## config.mk

```make
export PLATFORM = sky130hd
export DESIGN_NAME = flash_ctrl
export DESIGN_NICKNAME = d
export VERILOG_FILES = /design/src/byte_buffer.v /design/src/flash_ctrl.v
export VERILOG_INCLUDE_DIRS = /design/src
export SDC_FILE = /design/constraint.sdc
export NUM_CORES = 1
export LEC_CHECK = 0
export BUFFER_PORTS_ARGS = -buffer_cell sky130_fd_sc_hd__clkbuf_2
export CAP_MARGIN = 10
export CORE_ASPECT_RATIO = 0.7
export CORE_MARGIN = 10
export CORE_UTILIZATION = 40
export DETAILED_ROUTE_END_ITERATION = 8
export PLACE_DENSITY_LB_ADDON = 0.3
export SYNTH_ARGS = -nofsm -noshare
export SYNTH_HDL_FRONTEND = slang
export SYNTH_SLANG_ARGS = --single-unit
```

## constraint.sdc

```tcl
create_clock -name i_clk_sys -period 2.8 [get_ports i_clk_sys]
set_clock_uncertainty 0.2 [all_clocks]
set_input_delay 0.14 -clock i_clk_sys [delete_from_list [all_inputs] [get_ports i_clk_sys]]
set_output_delay 0.14 -clock i_clk_sys [all_outputs]
set_load 0.005 [all_outputs]
```

## src/flash_ctrl_defines.vh

```
// Constants for the serial flash program/erase controller
`ifndef FLASH_CTRL_DEFINES_VH
`define FLASH_CTRL_DEFINES_VH
`define OP_WRITE_ENABLE  8'h06
`define OP_READ_STATUS   8'h05
`define OP_QUAD_PROGRAM  8'h32
`define OP_ERASE_1K      8'h8B
`define OP_ERASE_SECTOR  8'h20
`define OP_ERASE_32K     8'h52
`define OP_ERASE_64K     8'hD8
`define OP_CHIP_ERASE    8'hC7
`define CMD_PROGRAM      3'h0
`define CMD_ERASE_1K     3'h1
`define CMD_ERASE_SECTOR 3'h2
`define CMD_ERASE_32K    3'h3
`define CMD_ERASE_64K    3'h4
`define CMD_CHIP_ERASE   3'h5
`define STATUS_BUSY_BIT  0
`define STATUS_LATCH_BIT 1
`define CLK_HALF_DIV     8'h04
`define PAGE_BYTES       9'h100
`endif

```

## src/byte_buffer.v

```verilog
// Two-entry byte buffer with valid/ready on both sides
`timescale 1ns/100ps
module byte_buffer (
  input  wire       i_clk_sys,
  input  wire       i_sys_rst,
  input  wire [7:0] i_data,
  input  wire       i_valid,
  output wire       o_ready,
  output wire [7:0] o_data,
  output wire       o_valid,
  input  wire       i_ready
);
  reg [7:0] mem [0:1];
  reg       wr_ptr;
  reg       rd_ptr;
  reg [1:0] count;
  wire      push;
  wire      pop;
  assign o_ready = (count != 2'h2);
  assign o_valid = (count != 2'h0);
  assign o_data  = mem[rd_ptr];
  assign push    = i_valid && o_ready;
  assign pop     = o_valid && i_ready;
  always @(posedge i_clk_sys) begin
    if (i_sys_rst) begin
      wr_ptr <= 1'b0;
      rd_ptr <= 1'b0;
      count  <= 2'h0;
    end else begin
      if (push) begin
        mem[wr_ptr] <= i_data;
        wr_ptr      <= ~wr_ptr;
      end
      if (pop)
        rd_ptr <= ~rd_ptr;
      if (push && !pop)
        count <= count + 2'h1;
      else if (pop && !push)
        count <= count - 2'h1;
    end
  end
endmodule // byte_buffer

```

## src/flash_ctrl.v

```verilog
// Host-side quad SPI flash program/erase sequencer
//
// How it works
// Quad program needs quad_enable set first; the controller never sets it, the caller must
// Write enable sent before every program/erase
// Program: opcode 32H, address, quad data
// Over 256 bytes: device keeps last 256
// Under 256 bytes: other page bytes unchanged
// Chip select rises right after last byte
// Busy until write_in_progress reads zero
// Status reads allowed during busy cycle
// Device clears write_enable_latch itself
// Device refuses program to protected page
// 1K sector erase: 8BH plus address
// Sector erase: 20H plus address
// Chip select rises after last address byte
// 32K block erase: 52H plus address
// 64K block erase: D8H plus address
// Device erases whole block for address
// Device skips protected sector erase
// Device skips protected block erase
// Chip erase: lone opcode C7H
// Device checks protection before chip erase
// Chip select held low whole sequence
// Device wraps bytes past page end
// No new command while device busy
`timescale 1ns/100ps
`include "flash_ctrl_defines.vh"
module flash_ctrl (
  input  wire        i_clk_sys,
  input  wire        i_sys_rst,
  input  wire        i_cmd_valid,
  input  wire [2:0]  i_cmd_kind,
  input  wire [23:0] i_cmd_addr,
  input  wire [8:0]  i_cmd_len,
  output reg         o_cmd_ready,
  input  wire [7:0]  i_wr_data,
  input  wire        i_wr_valid,
  output wire        o_wr_ready,
  output reg         o_done,
  output reg         o_busy,
  output reg         o_chip_select_n,
  output reg         o_serial_clk,
  output reg  [3:0]  o_quad_data_lines,
  output reg  [3:0]  o_quad_data_oe,
  input  wire [3:0]  i_quad_data_lines
);
  // ****************************************
  // State codes
  // ****************************************
  localparam [6:0] ST_IDLE  = 7'h01;
  localparam [6:0] ST_WR_EN = 7'h02;
  localparam [7:0] OP_WE_CODE     = `OP_WRITE_ENABLE;
  localparam [7:0] OP_STATUS_CODE = `OP_READ_STATUS;
  localparam [6:0] ST_GAP   = 7'h04;
  localparam [6:0] ST_CMD   = 7'h08;
  localparam [6:0] ST_DATA  = 7'h10;
  localparam [6:0] ST_POLL  = 7'h20;
  localparam [6:0] ST_CHECK = 7'h40;

  reg  [6:0]  state;
  reg  [2:0]  kind;
  reg  [23:0] addr;
  reg  [8:0]  bytes_left;
  reg  [31:0] shreg;
  reg  [5:0]  bits_left;
  reg         quad_phase;
  reg  [7:0]  div_cnt;
  reg  [7:0]  status_in;
  reg  [1:0]  io1_sync;
  wire [7:0]  buf_data;
  wire        buf_valid;
  reg         buf_take;

  byte_buffer u_buf (
    .i_clk_sys (i_clk_sys),
    .i_sys_rst (i_sys_rst),
    .i_data    (i_wr_data),
    .i_valid   (i_wr_valid),
    .o_ready   (o_wr_ready),
    .o_data    (buf_data),
    .o_valid   (buf_valid),
    .i_ready   (buf_take)
  );

  // Map a command kind to its opcode
  function [7:0] opcode_of;
    input [2:0] k;
    begin
      case (k)
        `CMD_PROGRAM:      opcode_of = `OP_QUAD_PROGRAM;
        `CMD_ERASE_1K:     opcode_of = `OP_ERASE_1K;
        `CMD_ERASE_SECTOR: opcode_of = `OP_ERASE_SECTOR;
        `CMD_ERASE_32K:    opcode_of = `OP_ERASE_32K;
        `CMD_ERASE_64K:    opcode_of = `OP_ERASE_64K;
        default:           opcode_of = `OP_CHIP_ERASE;
      endcase
    end
  endfunction

  // ****************************************
  // Serial clock timing
  // ****************************************
  wire tick = (div_cnt == `CLK_HALF_DIV - 8'h01);
  wire shifting = (state == ST_WR_EN) || (state == ST_CMD) ||
                  (state == ST_DATA) || (state == ST_POLL);
  // Data stall: clock parked low until the buffer has a byte
  wire parked = (state == ST_DATA) && (bits_left == 6'h00) &&
                (bytes_left != 9'h000) && !o_serial_clk;
  // Mode 0: data changes on falling edge, device samples rising
  wire rise = tick && shifting && !o_serial_clk && !parked;
  wire fall = tick && o_serial_clk;
  // Load point: a falling edge, or a tick while parked
  wire step = fall || (tick && parked);
  wire [7:0] next_opcode = opcode_of(kind);

  always @(posedge i_clk_sys) begin
    if (i_sys_rst)
      io1_sync <= 2'h0;
    else
      io1_sync <= {io1_sync[0], i_quad_data_lines[1]};
  end

  always @* begin
    buf_take = 1'b0;
    if (state == ST_DATA && step && bits_left == 6'h00 && bytes_left != 9'h000)
      buf_take = buf_valid;
  end

  always @(posedge i_clk_sys) begin
    if (i_sys_rst) begin
      state             <= ST_IDLE;
      kind              <= 3'h0;
      addr              <= 24'h000000;
      bytes_left        <= 9'h000;
      shreg             <= 32'h00000000;
      bits_left         <= 6'h00;
      quad_phase        <= 1'b0;
      div_cnt           <= 8'h00;
      status_in         <= 8'h00;
      o_cmd_ready       <= 1'b0;
      o_done            <= 1'b0;
      o_busy            <= 1'b0;
      o_chip_select_n   <= 1'b1;
      o_serial_clk      <= 1'b0;
      o_quad_data_lines <= 4'h0;
      o_quad_data_oe    <= 4'h0;
    end else begin
      o_done  <= 1'b0;
      div_cnt <= tick ? 8'h00 : div_cnt + 8'h01;
      if (rise)
        o_serial_clk <= 1'b1;
      if (fall)
        o_serial_clk <= 1'b0;
      case (state)
        ST_IDLE: begin
          o_cmd_ready <= 1'b1;
          o_busy      <= 1'b0;
          if (i_cmd_valid && o_cmd_ready) begin
            o_cmd_ready <= 1'b0;
            o_busy      <= 1'b1;
            kind        <= i_cmd_kind;
            addr        <= i_cmd_addr;
            // Length capped at one page
            bytes_left  <= (i_cmd_len > `PAGE_BYTES) ? `PAGE_BYTES : i_cmd_len;
            // Write enable opens every operation
            shreg       <= {`OP_WRITE_ENABLE, 24'h000000};
            bits_left   <= 6'h08;
            quad_phase  <= 1'b0;
            state       <= ST_WR_EN;
            o_chip_select_n   <= 1'b0;
            o_quad_data_oe    <= 4'h1;
            o_quad_data_lines <= {3'h0, OP_WE_CODE[7]};
          end
        end
        ST_WR_EN, ST_CMD, ST_DATA, ST_POLL: begin
          if (rise && state == ST_POLL && !o_quad_data_oe[0])
            status_in <= {status_in[6:0], io1_sync[1]};
          if (rise) begin
            bits_left <= bits_left - 6'h01;
          end
          if (step) begin
            if (bits_left != 6'h00) begin
              if (quad_phase) begin
                shreg             <= {shreg[27:0], 4'h0};
                o_quad_data_lines <= shreg[27:24];
              end else begin
                shreg             <= {shreg[30:0], 1'b0};
                o_quad_data_lines <= {3'h0, shreg[30]};
              end
            end else if (state == ST_POLL && o_quad_data_oe[0]) begin
              // Opcode sent; release line, read one status byte
              o_quad_data_oe <= 4'h0;
              bits_left      <= 6'h08;
            end else if (state == ST_DATA && bytes_left != 9'h000) begin
              // Quad data nibbles, high nibble first
              if (buf_valid) begin
                quad_phase        <= 1'b1;
                o_quad_data_oe    <= 4'hF;
                shreg             <= {buf_data, 24'h000000};
                o_quad_data_lines <= buf_data[7:4];
                bits_left         <= 6'h02;
                bytes_left        <= bytes_left - 9'h001;
              end else begin
                // Stall: serial clock parks low, chip select stays low
                bits_left <= 6'h00;
              end
            end else begin
              // Select rises right after last bit
              o_chip_select_n <= 1'b1;
              o_quad_data_oe  <= 4'h0;
              state           <= (state == ST_POLL) ? ST_CHECK : ST_GAP;
            end
          end
        end
        ST_GAP: begin
          if (tick) begin
            o_chip_select_n <= 1'b0;
            o_quad_data_oe  <= 4'h1;
            quad_phase      <= 1'b0;
            if (shreg[31:24] == 8'h00 && kind != 3'h7 && o_quad_data_lines == 4'h0 &&
                bits_left == 6'h00 && status_in == 8'hFF) begin
              state <= ST_POLL;
            end
            if (kind == 3'h7) begin
              // Operation sent; now poll the status register
              state             <= ST_POLL;
              shreg             <= {`OP_READ_STATUS, 24'h000000};
              o_quad_data_lines <= {3'h0, OP_STATUS_CODE[7]};
              bits_left         <= 6'h08;
            end else begin
              // Opcode, then address if any
              state             <= (kind == `CMD_PROGRAM) ? ST_DATA : ST_CMD;
              shreg             <= {opcode_of(kind), addr};
              o_quad_data_lines <= {3'h0, next_opcode[7]};
              bits_left         <= (kind == `CMD_CHIP_ERASE) ? 6'h08 : 6'h20;
              // Caller must have set quad_enable beforehand
              kind              <= 3'h7;
            end
          end
        end
        ST_CHECK: begin
          // Poll until write_in_progress clears
          if (status_in[`STATUS_BUSY_BIT]) begin
            state <= ST_GAP;
            kind  <= 3'h7;
          end else begin
            o_done <= 1'b1;
            o_busy <= 1'b0;
            state  <= ST_IDLE;
          end
        end
        default: state <= ST_IDLE;
      endcase
    end
  end
endmodule // flash_ctrl

```

==> results by group <==
Run status
  • Status: complete, no violations

Critical path
  • Critical R2R Capture: shreg[20]$_SDFFE_PP0P_
  • Crit. End Element: flop
  • Crit Reg-Reg Startpoint: bits_left[0]$_SDFFE_PP0P_
  • CP Launch Point: bits_left[0]$_SDFFE_PP0P_
  • Worst EP required: ~2.9 ns
  • WP data arrival: around 2.8 ns
  • Critical-path maximum fanout: 33
  • Critical setup path kind: reg2reg
  • R2R setup slack: 0.11 ns
  • Crit path launch type: flop
  • Reg2Reg Depth: 10

Pwr
  • Worst vdd ir: roughly 0.47 mV
  • Power Dens Cells: roughly 870 mW/mm^2
  • Comb pwr share: a little over a third
  • Sw Share: a little over a third
  • Static Leak: 2.97 nW
  • Cell-internal power: 4.46 mW
  • Psw: between 2 and 2.5 mW
  • Seq pwr share: about a third
  • Clock Power Share: between 30% and 40%

STA
  • Worst-Margin Slew: between 0.5 and 0.6 ns
  • TNS Setup: 0 ns
  • Final Max Tran Viols: 0
  • Unrepaired setup endpoints after global routing: true
  • Final Hold Fails: 0
  • WHS: 0.256 ns
  • Post-route clock period utilization: 96.2%
  • Fmax: between 0.3 and 0.4 GHz
  • Rel. slew slack: just over 60%
  • Final setup viols: 0
  • Final period demand of the worst path: about 2.7 ns

Final layout
  • Nets: between 800 and 900
  • Fin area: 0.00793 sq mm
  • Share of cells above drive strength 1: between 20% and 30%
  • Fillers: ~1,400
  • # diodes: 0
  • Area delta synth->final: 28.7%

Floorplanning
  • Core footprint: approximately 0.015 sq mm
  • Rows: 37
  • Initial Util: between 40% and 50%
  • Die X: about 170 um
  • Die Y: around 120 um
  • Area of the die: ~0.021 sq mm
  • IO Count: between 60 and 70

Clock tree
  • H-tree Lvls: 4
  • Worst skew pair latency: 0.41 ns
  • Bufs on Longest Clock Path: 2
  • Clock transition at path regs: around 0.050 ns
  • Clock sinks: ~120
  • CTS tree: done
  • CTS root buf: clkbuf_16
  • TritonCTS Buffers: 17

Hold path
  • Hold EP: addr[16]$_SDFFE_PP0P_
  • Hold depth: 2
  • Worst hold path class: reg2reg
  • Hold path startpoint: addr[16]$_SDFFE_PP0P_

Flow run
  • Max-cap violations: 0

Placement
  • Hpwl dp: about 12 mm
  • Final Wtd Congestion: 0.887
  • Placed cell area: between 0.006 and 0.007 sq mm
  • Port bufs: 62

Synthesis
  • Async S/R FF share, synth: 0%
  • Yosys cell types: 67
  • Post-synth EDFFs: 16
  • Warnings from Yosys: 0
  • Mapped Cells: between 700 and 800
  • Post-Syn Nets: 763
  • Mean Syn Cell Area: 8.72 sq um
  • Synth Register Bits: about 120
  • Synthesized area: between 0.006 and 0.007 sq mm
  • Top FF cell, synth: dfxtp_1
  • Sequential area share after synthesis: 42.9%

Detailed routing
  • DRT Pass-1 Iters: 5
  • DR iter-0 viols: slightly below 600
  • Detailed-route via count: about 5,800
  • Post-Route WL: roughly 18 mm
  • Antenna viol nets, final: 0
  • Residual DRC: 0
  • Vias per inst: around 5.6
  • WL/cell: between 15 and 20 um

Global route
  • Number of global-route vias before repair: between 5,000 and 6,000
  • First-pass GRT wire length: 27.9 mm
  • Gr ovfl total: 0
  • Largest net degree at the start of global routing: 68
  • Tot GR Track Use: between 10% and 20%
  • Antenna violations before repair: 0
[cells by family (layout without fill, tap and decap cells)]
logic type                 Yosys count  count (layout)  share of synthesized area, %
DFF                                124             124                          42.9
AOI/OAI and AO/OA                  175             175                          19.4
adders and majority gates            5               5                          1.02
muxes                               43              43                          7.45
xor gates and xnor gates            16              16                          2.28
and+or+nand+nor                    273             273                          21.8
buffers and inverters               70             198                          5.14
[registers in the layout, summed over array words and instances, names as in the netlist, 2 cells and up, named ones only]
signal,count
bytes_left,9
o_quad_data_lines,4
u_buf.count,2
o_quad_data_oe,2
shreg,31
bits_left,6
state,7
kind,3
div_cnt,8
u_buf.mem,16
io1_sync,2
addr,24
[cells in the mapped netlist (3+ instances only)]
cell / number / area (sq um)
dfxtp_1: 108 / 2160
xor2_1: 8 / 70.1
o31ai_1: 3 / 22.5
mux2_2: 23 / 259
a211oi_1: 32 / 240
nor4b_1: 6 / 52.6
nand3_1: 22 / 110
ha_1: 5 / 62.6
nor2_1: 71 / 267
buf_4: 6 / 45.0
a31oi_1: 11 / 68.8
nor3_2: 4 / 40.0
edfxtp_1: 16 / 480
buf_2: 13 / 65.1
buf_1: 4 / 15.0
a21oi_1: 49 / 245
xnor2_1: 8 / 70.1
nor2b_1: 9 / 56.3
o32ai_1: 3 / 26.3
o22ai_1: 3 / 18.8
nand2_1: 78 / 293
nand2b_1: 5 / 31.3
clkbuf_1: 34 / 128
nand4_1: 4 / 25.0
o21ai_0: 19 / 95.1
a2bb2oi_1: 3 / 26.3
or3_1: 5 / 31.3
and2_1: 4 / 25.0
nor3_1: 28 / 140
mux2i_1: 20 / 200
o211ai_1: 3 / 22.5
and3_1: 12 / 75.1
a22oi_1: 25 / 188
inv_1: 11 / 41.3
nor4_1: 8 / 50.1
[routing by layer]
| layer | global-route usage [%] | vias up | routed length, um |
|---|---|---|---|
| li1 | - | 2797 | - |
| met1 | 22.0 | 2751 | 8510 |
| met2 | 24.6 | 215 | 7520 |
| met3 | 4.47 | 23 | 1360 |
| met4 | 5.15 | 0 | 204 |
| met5 | 0 | - | 0 |
[layout by cell type, fill, tap and decap left out, types with 23 or more instances in the layout]
cell and count:
a21oi_1 49, a22oi_1 25, nor3_1 27, a211oi_1 32
dlygate4sd3_1 49, dfxtp_1 108, mux2_2 23, nand2_1 78
clkbuf_2 61, buf_4 39, nor2_1 71
[area by class of cell]
cell class	count	area, sq um	share of cell area [%]
timing repair buffer	155	1180	14.9
clock inverter	13	126	1.59
inverter	11	41.3	0.521
sequential	124	2640	33.3
tap	195	244	3.08
clock buffer	19	433	5.46
multi-input combinational	512	3260	41.1
[how the worst max path moves through the flow]
stage,end,slack (ns),depth (start not counted)
floorplan,u_buf.count[1]$_SDFFE_PP0P_,0.34,8
global placement,status_in[0]$_SDFFE_PP0P_,0.02,9
detailed placement,status_in[0]$_SDFFE_PP0P_,-0.003,9
CTS,u_buf.count[1]$_SDFFE_PP0P_,0.04,8
global route,bits_left[5]$_SDFFE_PP0P_,-0.05,8
finish,shreg[20]$_SDFFE_PP0P_,0.11,10
[metrics by stage]
step	setup WS (ns)	total power, mW	utilization (%)	cells
finish	0.105	6.93	53.2	1029
global route	-0.0462	7.34	53.2	1029
CTS	0.0430	6.70	52.3	1020
detailed placement	-0.00333	4.51	45.1	939
global placement	0.0218	4.43	45.1	939
floorplan	0.341	3.95	-	706
[power groups by stage]
stage | sequential [mW] | combinational, mW | clock (mW)
after global routing | 2.40 | 2.73 | 2.22
after CTS | 2.35 | 2.21 | 2.14
after detailed placement | 2.38 | 2.13 | 0
final | 2.36 | 2.47 | 2.09
after floorplan | 2.27 | 1.69 | 0
after global placement | 2.37 | 2.06 | 0
[worst max-delay path: stages, from the launching register on]
cell      delay [ns]
dfxtp_1         0.34
inv_1           0.07
ha_1            0.17
or3b_4          0.42
nor4_4          0.28
nand3_4         0.15
a311oi_4        0.28
buf_6           0.17
buf_8           0.24
nor2_1          0.06
a211oi_1        0.21
[timing repair]
item                                    CTS  global route
hold endpoints to repair                 64             0
pin swaps                                 0             3
endpoints found under the setup margin    2            41
gates cloned                              0             3
hold buffers                             49             0
setup buffers                             0             6
resized for setup                         2            12
Note: power is estimated with default switching activity, not from simulation.
